--- config.mk ---
export PLATFORM = sky130hd
export DESIGN_NAME = tick_watchdog
export DESIGN_NICKNAME = d
export VERILOG_FILES = /design/src/hw/tick_prescaler.v /design/src/hw/tick_watchdog.v
export VERILOG_INCLUDE_DIRS = /design/src /design/src/hw
export SDC_FILE = /design/constraint.sdc
export NUM_CORES = 1
export LEC_CHECK = 0
export ABC_CLOCK_PERIOD_IN_PS = 8900
export CAP_MARGIN = 20
export CELL_PAD_IN_SITES_DETAIL_PLACEMENT = 2
export CELL_PAD_IN_SITES_GLOBAL_PLACEMENT = 2
export CORE_AREA = 2 2 175 91
export CTS_CLUSTER_DIAMETER = 100
export CTS_CLUSTER_SIZE = 24
export DETAILED_ROUTE_END_ITERATION = 8
export DIE_AREA = 0 0 177 93
export DONT_BUFFER_PORTS = 1
export GPL_TIMING_DRIVEN = 0
export PLACE_DENSITY_LB_ADDON = 0.05
export SKIP_CTS_REPAIR_TIMING = 1
export SLEW_MARGIN = 10
export SYNTH_ARGS = -nofsm -noshare
export SYNTH_HDL_FRONTEND = slang
export SYNTH_SLANG_ARGS = --single-unit
--- constraint.sdc ---
create_clock -name clk -period 8.9 [get_ports clk]
set_clock_uncertainty 0.05 [all_clocks]
set_input_delay 1.78 -clock clk [delete_from_list [all_inputs] [get_ports clk]]
set_output_delay 1.78 -clock clk [all_outputs]
set_load 0.02 [all_outputs]
--- src/hw/tick_wdog_defs.vh ---
// constants for the periodic tick and watchdog block
// Functional notes
// tick stop-in-wait set: tick halts and reinitialises while in wait mode
// tick run-in-stop clear: tick counter freezes in stop, no reinit
// tick wait/stop bits write once in normal modes, anytime in special
// tick irq enable set: request interrupt whenever tick flag is set; code also needs irq mask bit 0
// prescale select: 00 off, 01 div 1, 10 div 16, 11 div 256
// tick period is (count select plus one) times prescaler; zero with 01 is off
// writing count select restarts the tick period; resets to zero
// tick irq enable and prescale select writable any time
// watchdog run-in-stop clear: watchdog holds value in stop, no reinit
// rate select 000 disables; 001..111 give 2^6,8,10,12,14,15,16 cycles
// nonzero rate write enables watchdog and starts a new period
// watchdog reaching its timeout generates a system reset
// software rearms the watchdog before timeout via the rearm register
// debug active, hold bit 0, special mode: force 2^16, no window mode
// tick flag sticky until software writes one; reset clears it
`ifndef TICK_WDOG_DEFS_VH
`define TICK_WDOG_DEFS_VH
`define ADDR_TICK_CONTROL 8'h3b
`define ADDR_TICK_COUNT_SELECT 8'h3d
`define ADDR_WDOG_CONTROL 8'h3c
`define ADDR_WDOG_REARM 8'h3f
`define ADDR_IRQ_STATUS 8'h40
`define ADDR_IRQ_MASK 8'h41
`define TC_STOP_IN_WAIT 4
`define TC_RUN_IN_STOP 3
`define TC_IRQ_ENABLE 2
`define WC_WINDOW 7
`define WC_STOP_IN_WAIT 6
`define WC_RUN_IN_STOP 5
`define IRQ_TICK 0
`define IRQ_WDOG 1
`define REARM_KEY1 8'h55
`define REARM_KEY2 8'haa
`define RESET_TICK_CONTROL 8'h00
`define RESET_TICK_COUNT 8'h00
`define RESET_WDOG_CONTROL 8'h00
`define WDOG_RESET_PULSE 4'h8
`endif

--- src/hw/tick_prescaler.v ---
// prescaler that emits a one-cycle pulse every 1, 16 or 256 clocks
`timescale 1ns/10ps
module tick_prescaler (
  input wire clk,
  input wire sys_rst,
  input wire clear,
  input wire run,
  input wire [1:0] rateSel,
  output wire pulse
);
  reg [7:0] preCnt_q;
  reg [7:0] limit;

  // terminal value for each rate; off gives no pulse at all
  always @* begin
    case (rateSel)
      2'b01: limit = 8'h00;
      2'b10: limit = 8'h0f;
      2'b11: limit = 8'hff;
      default: limit = 8'h00;
    endcase
  end

  assign pulse = run && (rateSel != 2'b00) && (preCnt_q == limit);

  // counter holds while not running, so stop freezes it in place
  always @(posedge clk) begin
    if (sys_rst || clear) begin
      preCnt_q <= 8'h00;
    end else if (run && rateSel != 2'b00) begin
      if (pulse) begin
        preCnt_q <= 8'h00;
      end else begin
        preCnt_q <= preCnt_q + 8'h01;
      end
    end
  end
endmodule // tick_prescaler

--- src/hw/tick_watchdog.v ---
// periodic tick interrupt generator and watchdog timer with register port
`timescale 1ns/10ps
`include "tick_wdog_defs.vh"
module tick_watchdog (
  input wire clk,
  input wire sys_rst,
  input wire [7:0] regAddr,
  input wire [7:0] regWdata,
  input wire regWr,
  input wire regRd,
  output reg [7:0] regRdata,
  input wire waitMode,
  input wire stopMode,
  input wire specialMode,
  input wire debugActive,
  input wire debugClockHold,
  output wire irq,
  output wire tickFlag,
  output wire wdogReset
);
  // mode pins come from outside this domain: two-stage synchronisers
  wire [4:0] modeRaw = {debugClockHold, debugActive, specialMode, stopMode, waitMode};
  wire [4:0] modeSync;
  wire waitS = modeSync[0];
  wire stopS = modeSync[1];
  wire specS = modeSync[2];
  wire dbgS = modeSync[3];
  wire holdS = modeSync[4];
  genvar g;

  // one chain per pin; bits may resolve a cycle apart, which the modes tolerate
  generate
    for (g = 0; g < 5; g = g + 1) begin : gen_sync
      reg metaBit_q;
      reg syncBit_q;
      always @(posedge clk) begin
        if (sys_rst) begin
          metaBit_q <= 1'b0;
          syncBit_q <= 1'b0;
        end else begin
          metaBit_q <= modeRaw[g];
          syncBit_q <= metaBit_q;
        end
      end
      assign modeSync[g] = syncBit_q;
    end
  endgenerate

  reg [7:0] tickCtl_q;
  reg [7:0] tickCnt_q;
  reg [7:0] wdogCtl_q;
  reg tickWritten_q;
  reg wdogWritten_q;
  wire [1:0] irqStat;
  reg [1:0] irqMask_q;
  reg rearmState_q;
  reg rearmState_d;
  // rearm machine: key one opens the sequence, key two completes it
  localparam REARM_IDLE = 1'b0;
  localparam REARM_HALF = 1'b1;

  // register select compare, shared by every write decode
  function hitAddr;
    input [7:0] addr;
    input [7:0] target;
    begin
      hitAddr = (addr == target);
    end
  endfunction

  wire wrTickCtl = regWr && hitAddr(regAddr, `ADDR_TICK_CONTROL);
  wire wrTickCnt = regWr && hitAddr(regAddr, `ADDR_TICK_COUNT_SELECT);
  wire wrWdogCtl = regWr && hitAddr(regAddr, `ADDR_WDOG_CONTROL);
  wire wrRearm = regWr && hitAddr(regAddr, `ADDR_WDOG_REARM);
  wire wrStat = regWr && hitAddr(regAddr, `ADDR_IRQ_STATUS);
  wire wrMask = regWr && hitAddr(regAddr, `ADDR_IRQ_MASK);

  // timeout length for a rate code, as a mask of the counter's low bits
  function [15:0] wdogLimit;
    input [2:0] rate;
    begin
      case (rate)
        3'd1: wdogLimit = 16'h003f;
        3'd2: wdogLimit = 16'h00ff;
        3'd3: wdogLimit = 16'h03ff;
        3'd4: wdogLimit = 16'h0fff;
        3'd5: wdogLimit = 16'h3fff;
        3'd6: wdogLimit = 16'h7fff;
        3'd7: wdogLimit = 16'hffff;
        default: wdogLimit = 16'h0000;
      endcase
    end
  endfunction

  // protection: the wait/stop bits take only the first write outside special mode
  wire tickLockOk = specS || !tickWritten_q;
  wire wdogLockOk = specS || !wdogWritten_q;
  // a refused control write must not restart the count, or it would feed the dog
  wire wdogCtlTake = wrWdogCtl && wdogLockOk;

  // write-once tracking: any write to a control register closes its lock
  always @(posedge clk) begin
    if (sys_rst) begin
      tickWritten_q <= 1'b0;
      wdogWritten_q <= 1'b0;
    end else begin
      if (wrTickCtl) begin
        tickWritten_q <= 1'b1;
      end
      if (wrWdogCtl) begin
        wdogWritten_q <= 1'b1;
      end
    end
  end

  // tick control: enable and prescale always take the write, mode bits obey the lock
  always @(posedge clk) begin
    if (sys_rst) begin
      tickCtl_q <= `RESET_TICK_CONTROL;
    end else if (wrTickCtl) begin
      tickCtl_q[2:0] <= regWdata[2:0];
      if (tickLockOk) begin
        tickCtl_q[4:3] <= regWdata[4:3];
      end
    end
  end

  // count select; a write here also restarts the tick period
  always @(posedge clk) begin
    if (sys_rst) begin
      tickCnt_q <= `RESET_TICK_COUNT;
    end else if (wrTickCnt) begin
      tickCnt_q <= regWdata;
    end
  end

  // watchdog control: bits 4:3 are not implemented and always read zero
  always @(posedge clk) begin
    if (sys_rst) begin
      wdogCtl_q <= `RESET_WDOG_CONTROL;
    end else if (wdogCtlTake) begin
      wdogCtl_q <= {regWdata[7:5], 2'b00, regWdata[2:0]};
    end
  end

  // interrupt mask, same layout as the status register
  always @(posedge clk) begin
    if (sys_rst) begin
      irqMask_q <= 2'b00;
    end else if (wrMask) begin
      irqMask_q <= regWdata[1:0];
    end
  end

  // tick path: freeze in stop unless run-in-stop, clear in wait if stop-in-wait
  wire tickWaitHalt = waitS && tickCtl_q[`TC_STOP_IN_WAIT];
  wire tickStopHold = stopS && !tickCtl_q[`TC_RUN_IN_STOP];
  wire tickOff = (tickCtl_q[1:0] == 2'b00) || (tickCtl_q[1:0] == 2'b01 && tickCnt_q == 8'h00);
  wire tickClear = wrTickCnt || tickWaitHalt || tickOff;
  wire tickRun = !tickStopHold && !tickWaitHalt;
  wire prePulse;
  reg [7:0] divCnt_q;
  reg tickEvent;

  tick_prescaler u_pre (
    .clk(clk),
    .sys_rst(sys_rst),
    .clear(tickClear),
    .run(tickRun),
    .rateSel(tickCtl_q[1:0]),
    .pulse(prePulse)
  );

  // divide prescaler pulses by count select plus one
  always @* begin
    tickEvent = prePulse && !tickOff && (divCnt_q == tickCnt_q);
  end

  reg [7:0] divCnt_d;
  // next divider value: cleared on restart, wraps at each tick, else steps per pulse
  always @* begin
    divCnt_d = divCnt_q;
    if (tickClear || tickEvent) begin
      divCnt_d = 8'h00;
    end else if (prePulse) begin
      divCnt_d = divCnt_q + 8'h01;
    end
  end

  // divider register
  always @(posedge clk) begin
    if (sys_rst) begin
      divCnt_q <= 8'h00;
    end else begin
      divCnt_q <= divCnt_d;
    end
  end

  // watchdog: debug in special mode with hold bit clear forces longest timeout, no window
  wire wdogEn = wdogCtl_q[2:0] != 3'b000;
  wire dbgForce = wdogEn && dbgS && !holdS && specS;
  reg [2:0] effRate;
  reg windowOn;
  // debug override forces the longest timeout with the window off
  always @* begin
    if (dbgForce) begin
      effRate = 3'd7;
      windowOn = 1'b0;
    end else begin
      effRate = wdogCtl_q[2:0];
      windowOn = wdogCtl_q[`WC_WINDOW];
    end
  end
  wire wdogStopHold = stopS && !wdogCtl_q[`WC_RUN_IN_STOP];
  wire wdogWaitHalt = waitS && wdogCtl_q[`WC_STOP_IN_WAIT];
  reg [15:0] wdogCnt_q;
  reg [15:0] wdogCnt_d;
  reg [3:0] rstCnt_q;
  reg [3:0] rstCnt_d;
  reg [7:0] regRdata_d;
  wire [15:0] lim = wdogLimit(effRate);
  wire wdogExpire = wdogEn && wdogCnt_q == lim && !wdogStopHold && !wdogWaitHalt;
  // window mode: rearm allowed only in the last quarter of the period
  wire rearmEarly = windowOn && (wdogCnt_q < (lim - {2'b00, lim[15:2]}));
  wire rearmGood = wrRearm && regWdata == `REARM_KEY2 && rearmState_q == REARM_HALF &&
    !rearmEarly;
  wire rearmBad = wrRearm && !(regWdata == `REARM_KEY1) && !rearmGood;
  wire wdogFire = wdogExpire || (wdogEn && rearmBad);

  // rearm next state: any rearm write other than key one drops back to idle
  always @* begin
    case (rearmState_q)
      REARM_IDLE: begin
        rearmState_d = (wrRearm && regWdata == `REARM_KEY1) ? REARM_HALF : REARM_IDLE;
      end
      REARM_HALF: begin
        if (wrRearm) begin
          rearmState_d = (regWdata == `REARM_KEY1) ? REARM_HALF : REARM_IDLE;
        end else begin
          rearmState_d = REARM_HALF;
        end
      end
      default: begin
        rearmState_d = REARM_IDLE;
      end
    endcase
  end

  // rearm state register
  always @(posedge clk) begin
    if (sys_rst) begin
      rearmState_q <= REARM_IDLE;
    end else begin
      rearmState_q <= rearmState_d;
    end
  end

  // next count: restart on accepted control write or rearm, clear while off or in wait with stop-in-wait set
  always @* begin
    wdogCnt_d = wdogCnt_q;
    if (wdogCtlTake || rearmGood || !wdogEn || wdogWaitHalt) begin
      wdogCnt_d = 16'h0000;
    end else if (!wdogStopHold) begin
      wdogCnt_d = wdogCnt_q + 16'h0001;
    end
  end

  // watchdog count register; stop without run-in-stop simply holds it
  always @(posedge clk) begin
    if (sys_rst) begin
      wdogCnt_q <= 16'h0000;
    end else begin
      wdogCnt_q <= wdogCnt_d;
    end
  end

  // reset request stretched so the reset generator is sure to see it
  always @* begin
    rstCnt_d = rstCnt_q;
    if (wdogFire) begin
      rstCnt_d = `WDOG_RESET_PULSE;
    end else if (rstCnt_q != 4'h0) begin
      rstCnt_d = rstCnt_q - 4'h1;
    end
  end

  // pulse length counter
  always @(posedge clk) begin
    if (sys_rst) begin
      rstCnt_q <= 4'h0;
    end else begin
      rstCnt_q <= rstCnt_d;
    end
  end
  assign wdogReset = rstCnt_q != 4'h0;

  // sticky status, one bit per source; a new event wins over a write-one clear
  wire [1:0] irqEvent = {wdogFire, tickEvent};
  generate
    for (g = 0; g < 2; g = g + 1) begin : gen_stat
      reg statBit_q;
      always @(posedge clk) begin
        if (sys_rst) begin
          statBit_q <= 1'b0;
        end else begin
          statBit_q <= irqEvent[g] || (statBit_q && !(wrStat && regWdata[g]));
        end
      end
      assign irqStat[g] = statBit_q;
    end
  endgenerate
  assign tickFlag = irqStat[`IRQ_TICK];

  // request per source; the tick needs both its own enable and its mask bit
  reg irqTick;
  reg irqWdog;
  always @* begin
    irqTick = irqStat[`IRQ_TICK] && tickCtl_q[`TC_IRQ_ENABLE] && irqMask_q[`IRQ_TICK];
    irqWdog = irqStat[`IRQ_WDOG] && irqMask_q[`IRQ_WDOG];
  end
  assign irq = irqTick || irqWdog;

  // read mux; idle cycles and unmapped addresses give zero
  always @* begin
    regRdata_d = 8'h00;
    if (regRd) begin
      case (regAddr)
        `ADDR_TICK_CONTROL: regRdata_d = {3'b000, tickCtl_q[4:0]};
        `ADDR_TICK_COUNT_SELECT: regRdata_d = tickCnt_q;
        `ADDR_WDOG_CONTROL: regRdata_d = wdogCtl_q;
        `ADDR_IRQ_STATUS: regRdata_d = {6'h00, irqStat};
        `ADDR_IRQ_MASK: regRdata_d = {6'h00, irqMask_q};
        default: regRdata_d = 8'h00;
      endcase
    end
  end

  // read data stands only in the cycle after the strobe
  always @(posedge clk) begin
    if (sys_rst) begin
      regRdata <= 8'h00;
    end else begin
      regRdata <= regRdata_d;
    end
  end
endmodule // tick_watchdog

======== After elaboration in Yosys (flattened, before gate mapping) ========
Cells that the tools add are included.
storage, ports and cells
  register bits after elaboration ......... 80
  output and inout port bits .............. 11
cells by class
  add/subtract/negate cells ............... 5
  order comparisons ....................... 1
  equality and inequality tests ........... 21
  muxes and demuxes ....................... 12
  bitwise logic cells ..................... 2
  reduce and logical (&&, ||, !) cells .... 79
operators by type and width
  kind                                                             count
  16-bit one-hot mux with 7 select lines                           1
  8-bit one-hot mux with 5 select lines                            1
  1-bit logical AND                                                38
  8-bit by 6-bit == test with 1-bit output, second input constant  4
  8-bit by 7-bit == test with 1-bit output, second input constant  3
  16-bit by 1-bit adder with 16-bit output, second input constant  1
  8-bit by 1-bit adder with 8-bit output, second input constant    2
  16-bit == test                                                   1
  8-bit == test                                                    2
  1-bit zero test                                                  16
  16-bit less-than comparator                                      1
  8-bit one-hot mux with 2 select lines                            1
  16-bit by 14-bit subtractor with 16-bit output                   1
  1-bit logical OR                                                 14
  3-bit == test, second input constant                             4
  8-bit == test, second input constant                             1
  8-bit zero test                                                  1
  4-bit two-way mux                                                2
  8-bit two-way mux                                                1
  2-bit OR reduction                                               4
  3-bit by 2-bit == test with 1-bit output, second input constant  2
  2-bit == test, second input constant                             2
  1-bit two-way mux                                                4
  2-bit nonzero test                                               2
  10 further kinds                                                 11

======== Depth between registers and ports, before layout ========
Gate-level depths: netlist of run 1.
  depth after elaboration ................. 17
  mapped depth ............................ 20

======== By module ========
From an unflattened synthesis of run 1, not the netlist that was laid out.
second synthesis, totals
  cell total of the unflattened synthesis .. 497
  area, all modules ....................... 4284.1 µm²
modules (own cells, without submodules)
  module          instances  cells each  area an instance (µm²)
  tick_watchdog   1          447         3853.7
  tick_prescaler  1          50          430.4

======== Least setup slack after synthesis of run 1 ========
No wires, ideal clock.
  path type ............................... reg-to-reg
  start point ............................. reg wdogCtl_q[0]
  end point ............................... reg wdogCnt_q[15]
  setup time .............................. 0.062 ns
  arrival ................................. 3.840 ns
  data required time ...................... 8.788 ns
  setup slack ............................. 4.948 ns
  stages on the path, launching flop included .. 19
  path through ............................ dfxtp_1 buf_6 or2_2 maj3_1 inv_1 ha_1 clkbuf_1 nor2b_1 a2111oi_0 o22ai_1 ha_1 nand2_1 o2111ai_4 a211oi_2 a311oi_1 or4b_1 buf_6 buf_12 nor2_4
between the ends
  longest elaborated chain between the ends .. 16
RTL lines
  what                                            RTL line             source
  from (decl)                                     tick_watchdog.v:51   reg [7:0] wdogCtl_q;
  from (signal assigned)                          tick_watchdog.v:140  wdogCtl_q <= `RESET_WDOG_CONTROL;
  from (signal assigned)                          tick_watchdog.v:142  wdogCtl_q <= {regWdata[7:5], 2'b00, regWdata[2:0]};
  3-bit nonzero test                              tick_watchdog.v:200  wire wdogEn = wdogCtl_q[2:0] != 3'b000;
  1-bit logical AND (3 in series)                 tick_watchdog.v:201  wire dbgForce = wdogEn && dbgS && !holdS && specS;
  3-bit two-way mux                               tick_watchdog.v:206  if (dbgForce) begin
  3-bit == test (tied with other cells)           tick_watchdog.v:82   case (rate)
  16-bit one-hot mux with 7 select lines          tick_watchdog.v:82
  16-bit by 14-bit subtractor with 16-bit output  tick_watchdog.v:224  wire rearmEarly = windowOn && (wdogCnt_q < (lim - {2'b00, lim[15:2]}));
  16-bit less-than comparator                     tick_watchdog.v:224
  1-bit logical AND                               tick_watchdog.v:224
  1-bit zero test                                 tick_watchdog.v:226  !rearmEarly;
  1-bit logical AND                               tick_watchdog.v:225  wire rearmGood = wrRearm && regWdata == `REARM_KEY2 && rearmState_q == REARM_HALF &&
  1-bit logical OR                                tick_watchdog.v:261  if (wdogCtlTake || rearmGood || !wdogEn || wdogWaitHalt) begin
  1-bit logical OR * (2 in series)                tick_watchdog.v:261
  2-bit OR reduction (no source line) *           -
  to (signal assigned)                            tick_watchdog.v:273  wdogCnt_q <= wdogCnt_d;
  to (decl)                                       tick_watchdog.v:216  reg [15:0] wdogCnt_q;
Every way passes the cells marked *; elsewhere a longest branch is shown, timed or not.
A chain may end at the register's enable or synchronous reset.

======== Worst setup path in the final report of run 1 ========
  start point ............................. reg wdogCtl_q[2]
  end point ............................... reg rstCnt_q[1]
between the ends
  longest elaborated chain between the ends .. 17
RTL lines
  what                                            RTL line             source
  3-bit nonzero test                              tick_watchdog.v:200
  1-bit logical AND (3 in series)                 tick_watchdog.v:201
  3-bit two-way mux                               tick_watchdog.v:206
  3-bit == test (tied with other cells)           tick_watchdog.v:82
  16-bit one-hot mux with 7 select lines          tick_watchdog.v:82
  16-bit by 14-bit subtractor with 16-bit output  tick_watchdog.v:224
  16-bit less-than comparator                     tick_watchdog.v:224
  1-bit logical AND                               tick_watchdog.v:224
  1-bit zero test                                 tick_watchdog.v:226
  1-bit logical AND                               tick_watchdog.v:225
  1-bit zero test                                 tick_watchdog.v:227  wire rearmBad = wrRearm && !(regWdata == `REARM_KEY1) && !rearmGood;
  1-bit logical AND                               tick_watchdog.v:227
  1-bit logical AND                               tick_watchdog.v:228  wire wdogFire = wdogExpire || (wdogEn && rearmBad);
  1-bit logical OR *                              tick_watchdog.v:228
  2-bit OR reduction (no source line) *           -
  to (signal assigned)                            tick_watchdog.v:292  rstCnt_q <= rstCnt_d;
  to (decl)                                       tick_watchdog.v:218  reg [3:0] rstCnt_q;
Marked as above.

==> summary.md, run 1 <==
| Metric | Value |
|---|---|
| Warning count from the yosys run | 0 |
| Worst path top cell family by delay | compound AO/OA/AOI/OAI gates |
| Sequential area share after synthesis | between 30% and 40% |
| Clk buf depth | 2 |
| First DRT Iteration DRCs | 156 |
| CTS tree | yes |
| CP Class | reg -> reg |
| Row cnt | 32 |
| Initial antenna violation count | 0 |
| Fin. Hold Viols | 0 |
| RSZ-0062 raised after global routing | false |
| Number of remaining DRC errors | 0 |
| Synth top area cells | dfxtp_1 (36%), ha_1 (5.4%), nor2_1 (5.3%) |
| Post-synth EDFFs | 0 |
| Max-cap violations | 0 |
| Vias in the first global route | around 4000 |
| Slowest Stage Delay on Critical Path | 0.60 ns |
| Lkg Pwr | 1.73 nW |
| Die Wd | 177 microns |
| Cell count after synthesis | 521 |
| GRT Total Usage | about a fifth |
| Synth cell count leaders | dfxtp_1 (80), nor2_1 (62), nand2_1 (61) |
| N_diodes | 0 |
| Worst setup EP type | flip-flop |
| Post-Syn Nets | 565 |
| Area of the core | 0.0150 sq mm |
| Routed Antenna Nets | 0 |
| Worst Max-Slew Pin Slew | 1.11 ns |
| WL/cell | 21.0 microns |
| Clock-pin slew on the worst setup and hold paths | 0.07 ns |
| Fin. max-slew vios | 0 |
| Fin crit share | 54.4% |
| Critical path, cell by cell | clkbuf_1, clkbuf_1, a21oi_1, inv_1, ha_1, clkbuf_1, nor2b_1, a211oi_1, o2bb2ai_1, nand2_1, o21ai_0, ha_1, nand3_1, nor2_1, o21ai_0, a311oi_1, o32ai_1, a211oi_1 |
| Pin count of the biggest net entering global routing | 14 |
| Biggest area consumer among synthesized cells | dfxtp_1 |
| Critical Path Slowest Stage Cell | a311oi_1 |
| Startpoint type of the worst setup path | flip-flop |
| Number of buffers created by CTS | 9 |
| Crit path required time | 9.10 ns |
| WP buf/inv | 4 |
| Arr. time, crit path | 5.05 ns |
| GP Congestion | 0.824 |
| Final WL | about 16000 microns |
| # setup viols final | 0 |
| CP most frequent cell | clkbuf_1 |
| Post-Syn Area per Cell | about 8.5 sq um |
| Relative slew slack | 25.5% |
| NumNets Final | 576 |
| Pwr dens | 175 mW/mm^2 |
| Initial Utilization | 29.4% |
| Distinct cells, synth | 66 |
| Prevailing post-synth register cell | dfxtp_1 |
| Status | finished, final reports clean |
| Share of post-route cells with drive strength above 1 | 8.19% |
| Hold crit path type | reg -> reg |
| IO Port Bufs | 0 |
| Top Ports | 36 |
| Async set-reset flop share out of synthesis | 0% |
| Placed wire-length estimate | 12500 microns |
| H-tree depth | 3 |
| Cell area after synthesis | between 0.004 and 0.005 sq mm |
| Clock Latency Late Sink | 0.35 ns |
| Vias per inst | 5.22 |
| Fill cells | ~1700 |
| Detailed-route via count | 3869 |
| CP max FO | 10 |
| Setup WS post-layout | approximately 4 ns |
| Root Buffer | clkbuf_16 |
| First-pass GRT wire length | ~24000 microns |
| DIE HEIGHT | 93 microns |
| DR pass1 iterations | 4 |
| Setup TNS | 0 ns |
| Die area | around 0.016 sq mm |
| Area growth syn-to-layout | 13.5% |
| Place WS | 4.16 ns |
| Global route overflow | 0 |
| Worst ir drop on vdd | 0.0000854 V |
| FMAX | 206 MHz |
| Post-layout min period | 4.84 ns |
| Clk sinks | 80 |
| Yosys reg bits | 80 |
| Post-synth top area share | ~36% |
| Count leader, synth | dfxtp_1 |
[per-layer routing]
metal | share of wire [%] | global-route usage (%)
met5 | 0 | 0
met4 | 0.89 | 4.27
met3 | 6.2 | 5.24
met2 | 35 | 24.3
met1 | 58 | 33.1
[area by class of cell]
class	count	area (sq um)	area share [%]
inverters	17	68.8	1.37
clock inverters	4	75.1	1.50
plain buffers	26	144	2.87
multi-input cells	398	2600	51.9
well taps	204	255	5.09
flip-flops and latches	80	1600	31.9
clock buffers	12	267	5.31
[worst register-to-register path, delay by kind of cell, from the launching register on]
family,cells,cell delay (ns)
buf+inv,4,1.17
simple gates,4,0.60
compound gates,8,2.04
flops,1,0.31
fa+ha+maj,2,0.60
[report_power, final]
part           internal (mW)  leakage (nW)  switching (mW)  total, mW
Sequential             0.368         0.647         0.00703      0.375
Clock                  0.269         0.161           0.161      0.430
Combinational         0.0269         0.925          0.0471     0.0740
Total                  0.664          1.73           0.215      0.879
[per-stage QoR]
stage	util, %	cell area (sq um)	cells	power [mW]	hold slack [ns]
after floorplan	-	4420	521	0.437	0.364
after global placement	31.1	4670	725	0.450	0.370
after detailed placement	31.1	4670	725	0.459	0.391
after CTS	33.4	5010	741	0.894	0.407
after global routing	33.4	5010	741	0.916	0.419
final	33.4	5010	741	0.879	0.393
[flip-flops by register name, indices dropped and copies added, names as in the netlist, 2 cells and up, named ones only]
signal / cells
tickCnt_q: 8
rstCnt_q: 4
irqMask_q: 2
tickCtl_q: 5
wdogCnt_q: 16
gen_sync.syncBit_q: 4
divCnt_q: 8
wdogCtl_q: 6
gen_sync.metaBit_q: 5
u_pre.preCnt_q: 8
regRdata: 8
[path summary, 6_finish.rpt]
| kind | start | slack, ns | to | depth (start not counted) |
|---|---|---|---|---|
| setup / recovery | wdogCtl_q[2]$_SDFFE_PP0P_ | 4.06 | rstCnt_q[1]$_SDFFE_PP0P_ | 18 |
| hold / removal | gen_sync[4].metaBit_q$_SDFF_PP0_ | 0.39 | gen_sync[4].syncBit_q$_SDFF_PP0_ | 1 |
| setup reg to reg | wdogCtl_q[2]$_SDFFE_PP0P_ | 4.06 | rstCnt_q[1]$_SDFFE_PP0P_ | 18 |
| hold reg to reg | gen_sync[4].metaBit_q$_SDFF_PP0_ | 0.39 | gen_sync[4].syncBit_q$_SDFF_PP0_ | 1 |
[logic make-up after synthesis]
family	after synthesis	share of synthesized area (%)
multiplexers	21	4.90
AO/OA/AOI/OAI	81	12.8
XOR/XNOR	40	7.93
buffers and inverters	43	4.81
AND/OR/NAND/NOR	235	27.5
flip-flops	80	36.3
adder cells (fa/ha/maj)	21	5.83
[cells in the final DEF, fill, tap and decap left out, drive strengths merged, types with 3 or more instances in the layout]
cell type,count
a211oi,4
a21oi,30
a32oi,3
and3,7
buf,6
clkbuf,32
dfxtp,80
ha,19
inv,17
mux2,5
mux2i,16
nand2,61
nand2b,4
nand3,28
nand4,9
nor2,72
nor2b,14
nor3,8
nor4,10
o2111ai,3
o21ai,11
o22ai,3
or3,4
xnor2,16
xor2,24
Power figures use the tool's default switching activity.
==> inputs of run 2 (changes only) <==
ABC_AREA = 1   (was not set)
ABC_CLOCK_PERIOD_IN_PS = 3900   (was 8900)
CORE_AREA = 2 2 178 93   (was 2 2 175 91)
DIE_AREA = 0 0 180 95   (was 0 0 177 93)
clock period = 3.9 ns   (was 8.9 ns; I/O delays follow)
==> run 2 against run 1 <==
  * Clock-buffer cell count did not move
  * Synthesized cell count is 24% higher
  * Routed wire length rose by 3.6%
  * First-iteration DRC count increased by 54%
  * Final cell count is 17% higher
  * Critical endpoint is now wdogCnt_q[12]$_SDFFE_PP0N_
  * Largest power group unchanged
  * Highest routed layer unchanged
==> summary.md, run 2 <==
| Metric | Value |
|---|---|
| Max FFs per register | 16 (unchanged) |
| Pwr dens | 370 mW/mm^2 (+110%) |
| H-tree depth | 3 (unchanged) |
| Clk buf depth | 2 (unchanged) |
| Worst r2r dst | wdogCnt_q[12]$_SDFFE_PP0N_ |
| Pin count of the biggest net entering global routing | 13 (-1) |
| First-pass GRT wire length | 25800 microns (+6.4%) |
| WP buf/inv | 3 (-1) |
| Fill cells | 1877 (+8.9%) |
| NumNets Final | 699 (+21%) |
| Hold EP | gen_sync[1].syncBit_q$_SDFF_PP0_ |
| Status | finished, final reports clean |
| Util after Layout | 32.7% (-0.73 points) |
| Area of the core | 0.0157 sq mm (+4.8%) |
| Cell area after synthesis | 0.00458 sq mm (+3.6%) |
| Fin crit share | 93.7% (+39 points) |
| Lkg Pwr | 2.07 nW (+20%) |
| Number of remaining DRC errors | 0 (unchanged) |
| Count leader, synth | nand2_1 |
| Clk sinks | 80 (unchanged) |
| Post-Syn Nets | 688 (+22%) |
| Worst Hold Launch | gen_sync[1].metaBit_q$_SDFF_PP0_ |
| Vias in the first global route | 4495 (+13%) |
| Root Buffer | clkbuf_16 |
| Max-cap violations | 0 (unchanged) |
| Routed Antenna Nets | 0 (unchanged) |
| Distinct cells, synth | 48 (-27%) |
| Worst hold stages | 2 (+1) |
| CP most frequent cell | a21oi_1 |
| First DRT Iteration DRCs | 241 (+54%) |
| DIE HEIGHT | 95 microns (+2.2%) |
| Post-layout min period | 3.65 ns (-1.19 ns) |
| Placed wire-length estimate | 13300 microns (+6.3%) |
| Cell count after synthesis | 644 (+24%) |
| Worst ir drop on vdd | 0.000229 V (+170%) |
| Final WL | 16200 microns (+3.6%) |
| CP max FO | 10 (unchanged) |
| Relative slew slack | 53.3% (+28 points) |
| CTS tree | yes |
| IO Port Bufs | 0 (unchanged) |
| Share of post-route cells with drive strength above 1 | 9.56% (+1.4 points) |
| Worst flop-to-flop path startpoint | wdogCtl_q[0]$_SDFFE_PP0P_ |
| Prevailing post-synth register cell | dfxtp_1 |
| Critical Path Slowest Stage Cell | ha_1 |
| Area growth syn-to-layout | 12.3% |
| N_diodes | 0 (unchanged) |
| Global route overflow | 0 (unchanged) |
| Top Ports | 36 (unchanged) |
| Post-synth top area share | 35.0% (-1.2 points) |
| Initial Utilization | 29.1% (-0.34 points) |
| Setup TNS | 0 ns (unchanged) |
| GP Congestion | 0.764 (-7.3%) |
| Detailed-route via count | 4205 (+8.7%) |
| GRT Total Usage | 20.0% (about the same) |
| Crit path required time | 4.12 ns (-4.98 ns) |
| Most flop-heavy register | wdogCnt_q |
| Clock Latency Late Sink | 0.35 ns (about the same) |
| Post-Syn Area per Cell | 7.11 sq um (-16%) |
| Fin. Hold Viols | 0 (unchanged) |
| Vias per inst | 4.84 (-7.3%) |
| Path depth of the worst reg2reg path | 20 (+2) |
| Hold crit path type | reg -> reg |
| Arr. time, crit path | 3.88 ns (-1.17 ns) |
| Yosys reg bits | 80 (unchanged) |
| Row cnt | 33 (+3.1%) |
| Critical path, cell by cell | buf_6, nor2_4, nand2_4, nand2_4, nand3_1, ha_1, inv_1, o21ai_0, a21oi_1, nand2_1, xnor2_1, ha_1, a21oi_1, o21ai_0, a21oi_1, nand3_1, nand2_1, nand3_4, buf_6, nor2_1 |
| FMAX | 274 MHz (+33%) |
| Die area | 0.0171 sq mm (+3.9%) |
| Sequential area share after synthesis | 35.0% (-1.2 points) |
| Fin. max-slew vios | 0 (unchanged) |
| Clock-pin slew on the worst setup and hold paths | 0.06 ns (about the same) |
| Synth cell count leaders | nand2_1 (119), inv_1 (92), nor2_1 (92) |
| Async set-reset flop share out of synthesis | 0% (unchanged) |
| Warning count from the yosys run | 0 (unchanged) |
| Register-to-register setup slack | 0.25 ns (-3.81 ns) |
| Initial antenna violation count | 0 (unchanged) |
| DR pass1 iterations | 4 (unchanged) |
| Commonest non-fill, non-tap cell in the layout | nand2_1 |
| Synth top area cells | dfxtp_1 (35%), nand2_1 (9.8%), inv_1 (7.5%) |
| Biggest area consumer among synthesized cells | dfxtp_1 |
| CP Class | reg -> reg |
| Post-synth EDFFs | 0 (unchanged) |
| Number of buffers created by CTS | 9 (unchanged) |
| WL/cell | 18.6 microns (-12%) |
| Startpoint type of the worst setup path | flip-flop |
| RSZ-0062 raised after global routing | false |
| Worst setup EP type | flip-flop |
| Worst path top cell family by delay | simple AND/OR/NAND/NOR gates |
| Worst Max-Slew Pin Slew | 0.700 ns (-0.407 ns) |
| Slowest Stage Delay on Critical Path | 0.41 ns (-0.19 ns) |
| # setup viols final | 0 (unchanged) |
| Die Wd | 180 microns (+1.7%) |
| Most frequent cells in the layout | nand2_1 (119), inv_1 (92), nor2_1 (91) |
[run 2: cell types whose count changed after synthesis, sizes merged, moves of 7 or more]
cell	before	now
inv	17	97
nand2	61	134
nor2	72	95
clkbuf	20	2
o21ai	11	28
mux2i	16	0
nor2b	14	0
nand3	28	39
a211oi	4	14
a21oi	30	40
nor3	8	17
and3	7	0
nand4	9	16
xor2	24	17
[run 2: worst reg2reg max path, delay by kind of cell, from the launching register on]
kind,cells,cell delay [ns]
adder cells (fa/ha/maj),2,0.69
buffers and inverters,3,0.43
AND/OR/NAND/NOR,9,1.17
AO/OA/AOI/OAI,5,0.82
XOR/XNOR,1,0.14
flip-flops,1,0.31
[run 2: metal layers]
metal | GRT usage [%] | vias up | wire length [microns]
met1 | 32.0 | 2033 | 9450
li1 | - | 2101 | -
met5 | 0 | - | 0
met4 | 3.86 | 0 | 103
met2 | 26.7 | 62 | 5870
met3 | 4.01 | 9 | 726
[run 2: final cells by class]
type / instances / area, sq um / share of cell area, %
Buffer: 9 / 62.6 / 1.22
Inverter: 99 / 373 / 7.25
Clock buffer: 12 / 246 / 4.80
Tap cell: 210 / 263 / 5.11
Sequential cell: 80 / 1600 / 31.2
Clock inverter: 3 / 42.5 / 0.828
Multi-Input combinational cell: 456 / 2550 / 49.6
[run 2: cells by family after synthesis]
logic type               after synthesis  share of synthesized area (%)
AND/OR/NAND/NOR                      316                           32.6
buffers and inverters                108                           9.52
AO/OA/AOI/OAI                         91                           11.9
flip-flops                            80                           35.0
XOR/XNOR                              30                           5.74
adder cells (fa/ha/maj)               19                           5.20
[run 2: metrics by stage]
stage	area [sq um]	hold WS [ns]	power [mW]	setup slack, ns	instances
global placement	4840	0.353	1.04	0.256	854
finish	5140	0.361	1.90	0.247	869
floorplan	4580	0.338	1.01	1.12	644
global route	5140	0.388	1.99	0.0107	869
CTS	5130	0.366	1.93	0.0893	869
detailed placement	4840	0.357	1.06	0.117	854
[run 2: worst max-delay path by stage]
| stage | cells after the start | end | slack (ns) | startpoint |
|---|---|---|---|---|
| final | 20 | wdogCnt_q[12]$_SDFFE_PP0N_ | 0.25 | wdogCtl_q[0]$_SDFFE_PP0P_ |
| after global routing | 19 | wdogCnt_q[12]$_SDFFE_PP0N_ | 0.01 | wdogCtl_q[2]$_SDFFE_PP0P_ |
| after CTS | 20 | wdogCnt_q[12]$_SDFFE_PP0N_ | 0.09 | wdogCtl_q[2]$_SDFFE_PP0P_ |
| after detailed placement | 20 | wdogCnt_q[12]$_SDFFE_PP0N_ | 0.12 | wdogCtl_q[2]$_SDFFE_PP0P_ |
| after global placement | 20 | wdogCnt_q[3]$_SDFFE_PP0N_ | 0.26 | gen_sync[2].syncBit_q$_SDFF_PP0_ |
| after floorplan | 22 | wdogCnt_q[5]$_SDFFE_PP0N_ | 1.12 | wdogCtl_q[2]$_SDFFE_PP0P_ |
[run 2: report_power, final]
| part | switching (mW) | internal, mW |
|---|---|---|
| Sequential | 0.0182 | 0.842 |
| Combinational | 0.115 | 0.0581 |
| Clock | 0.355 | 0.510 |
| Total | 0.489 | 1.41 |
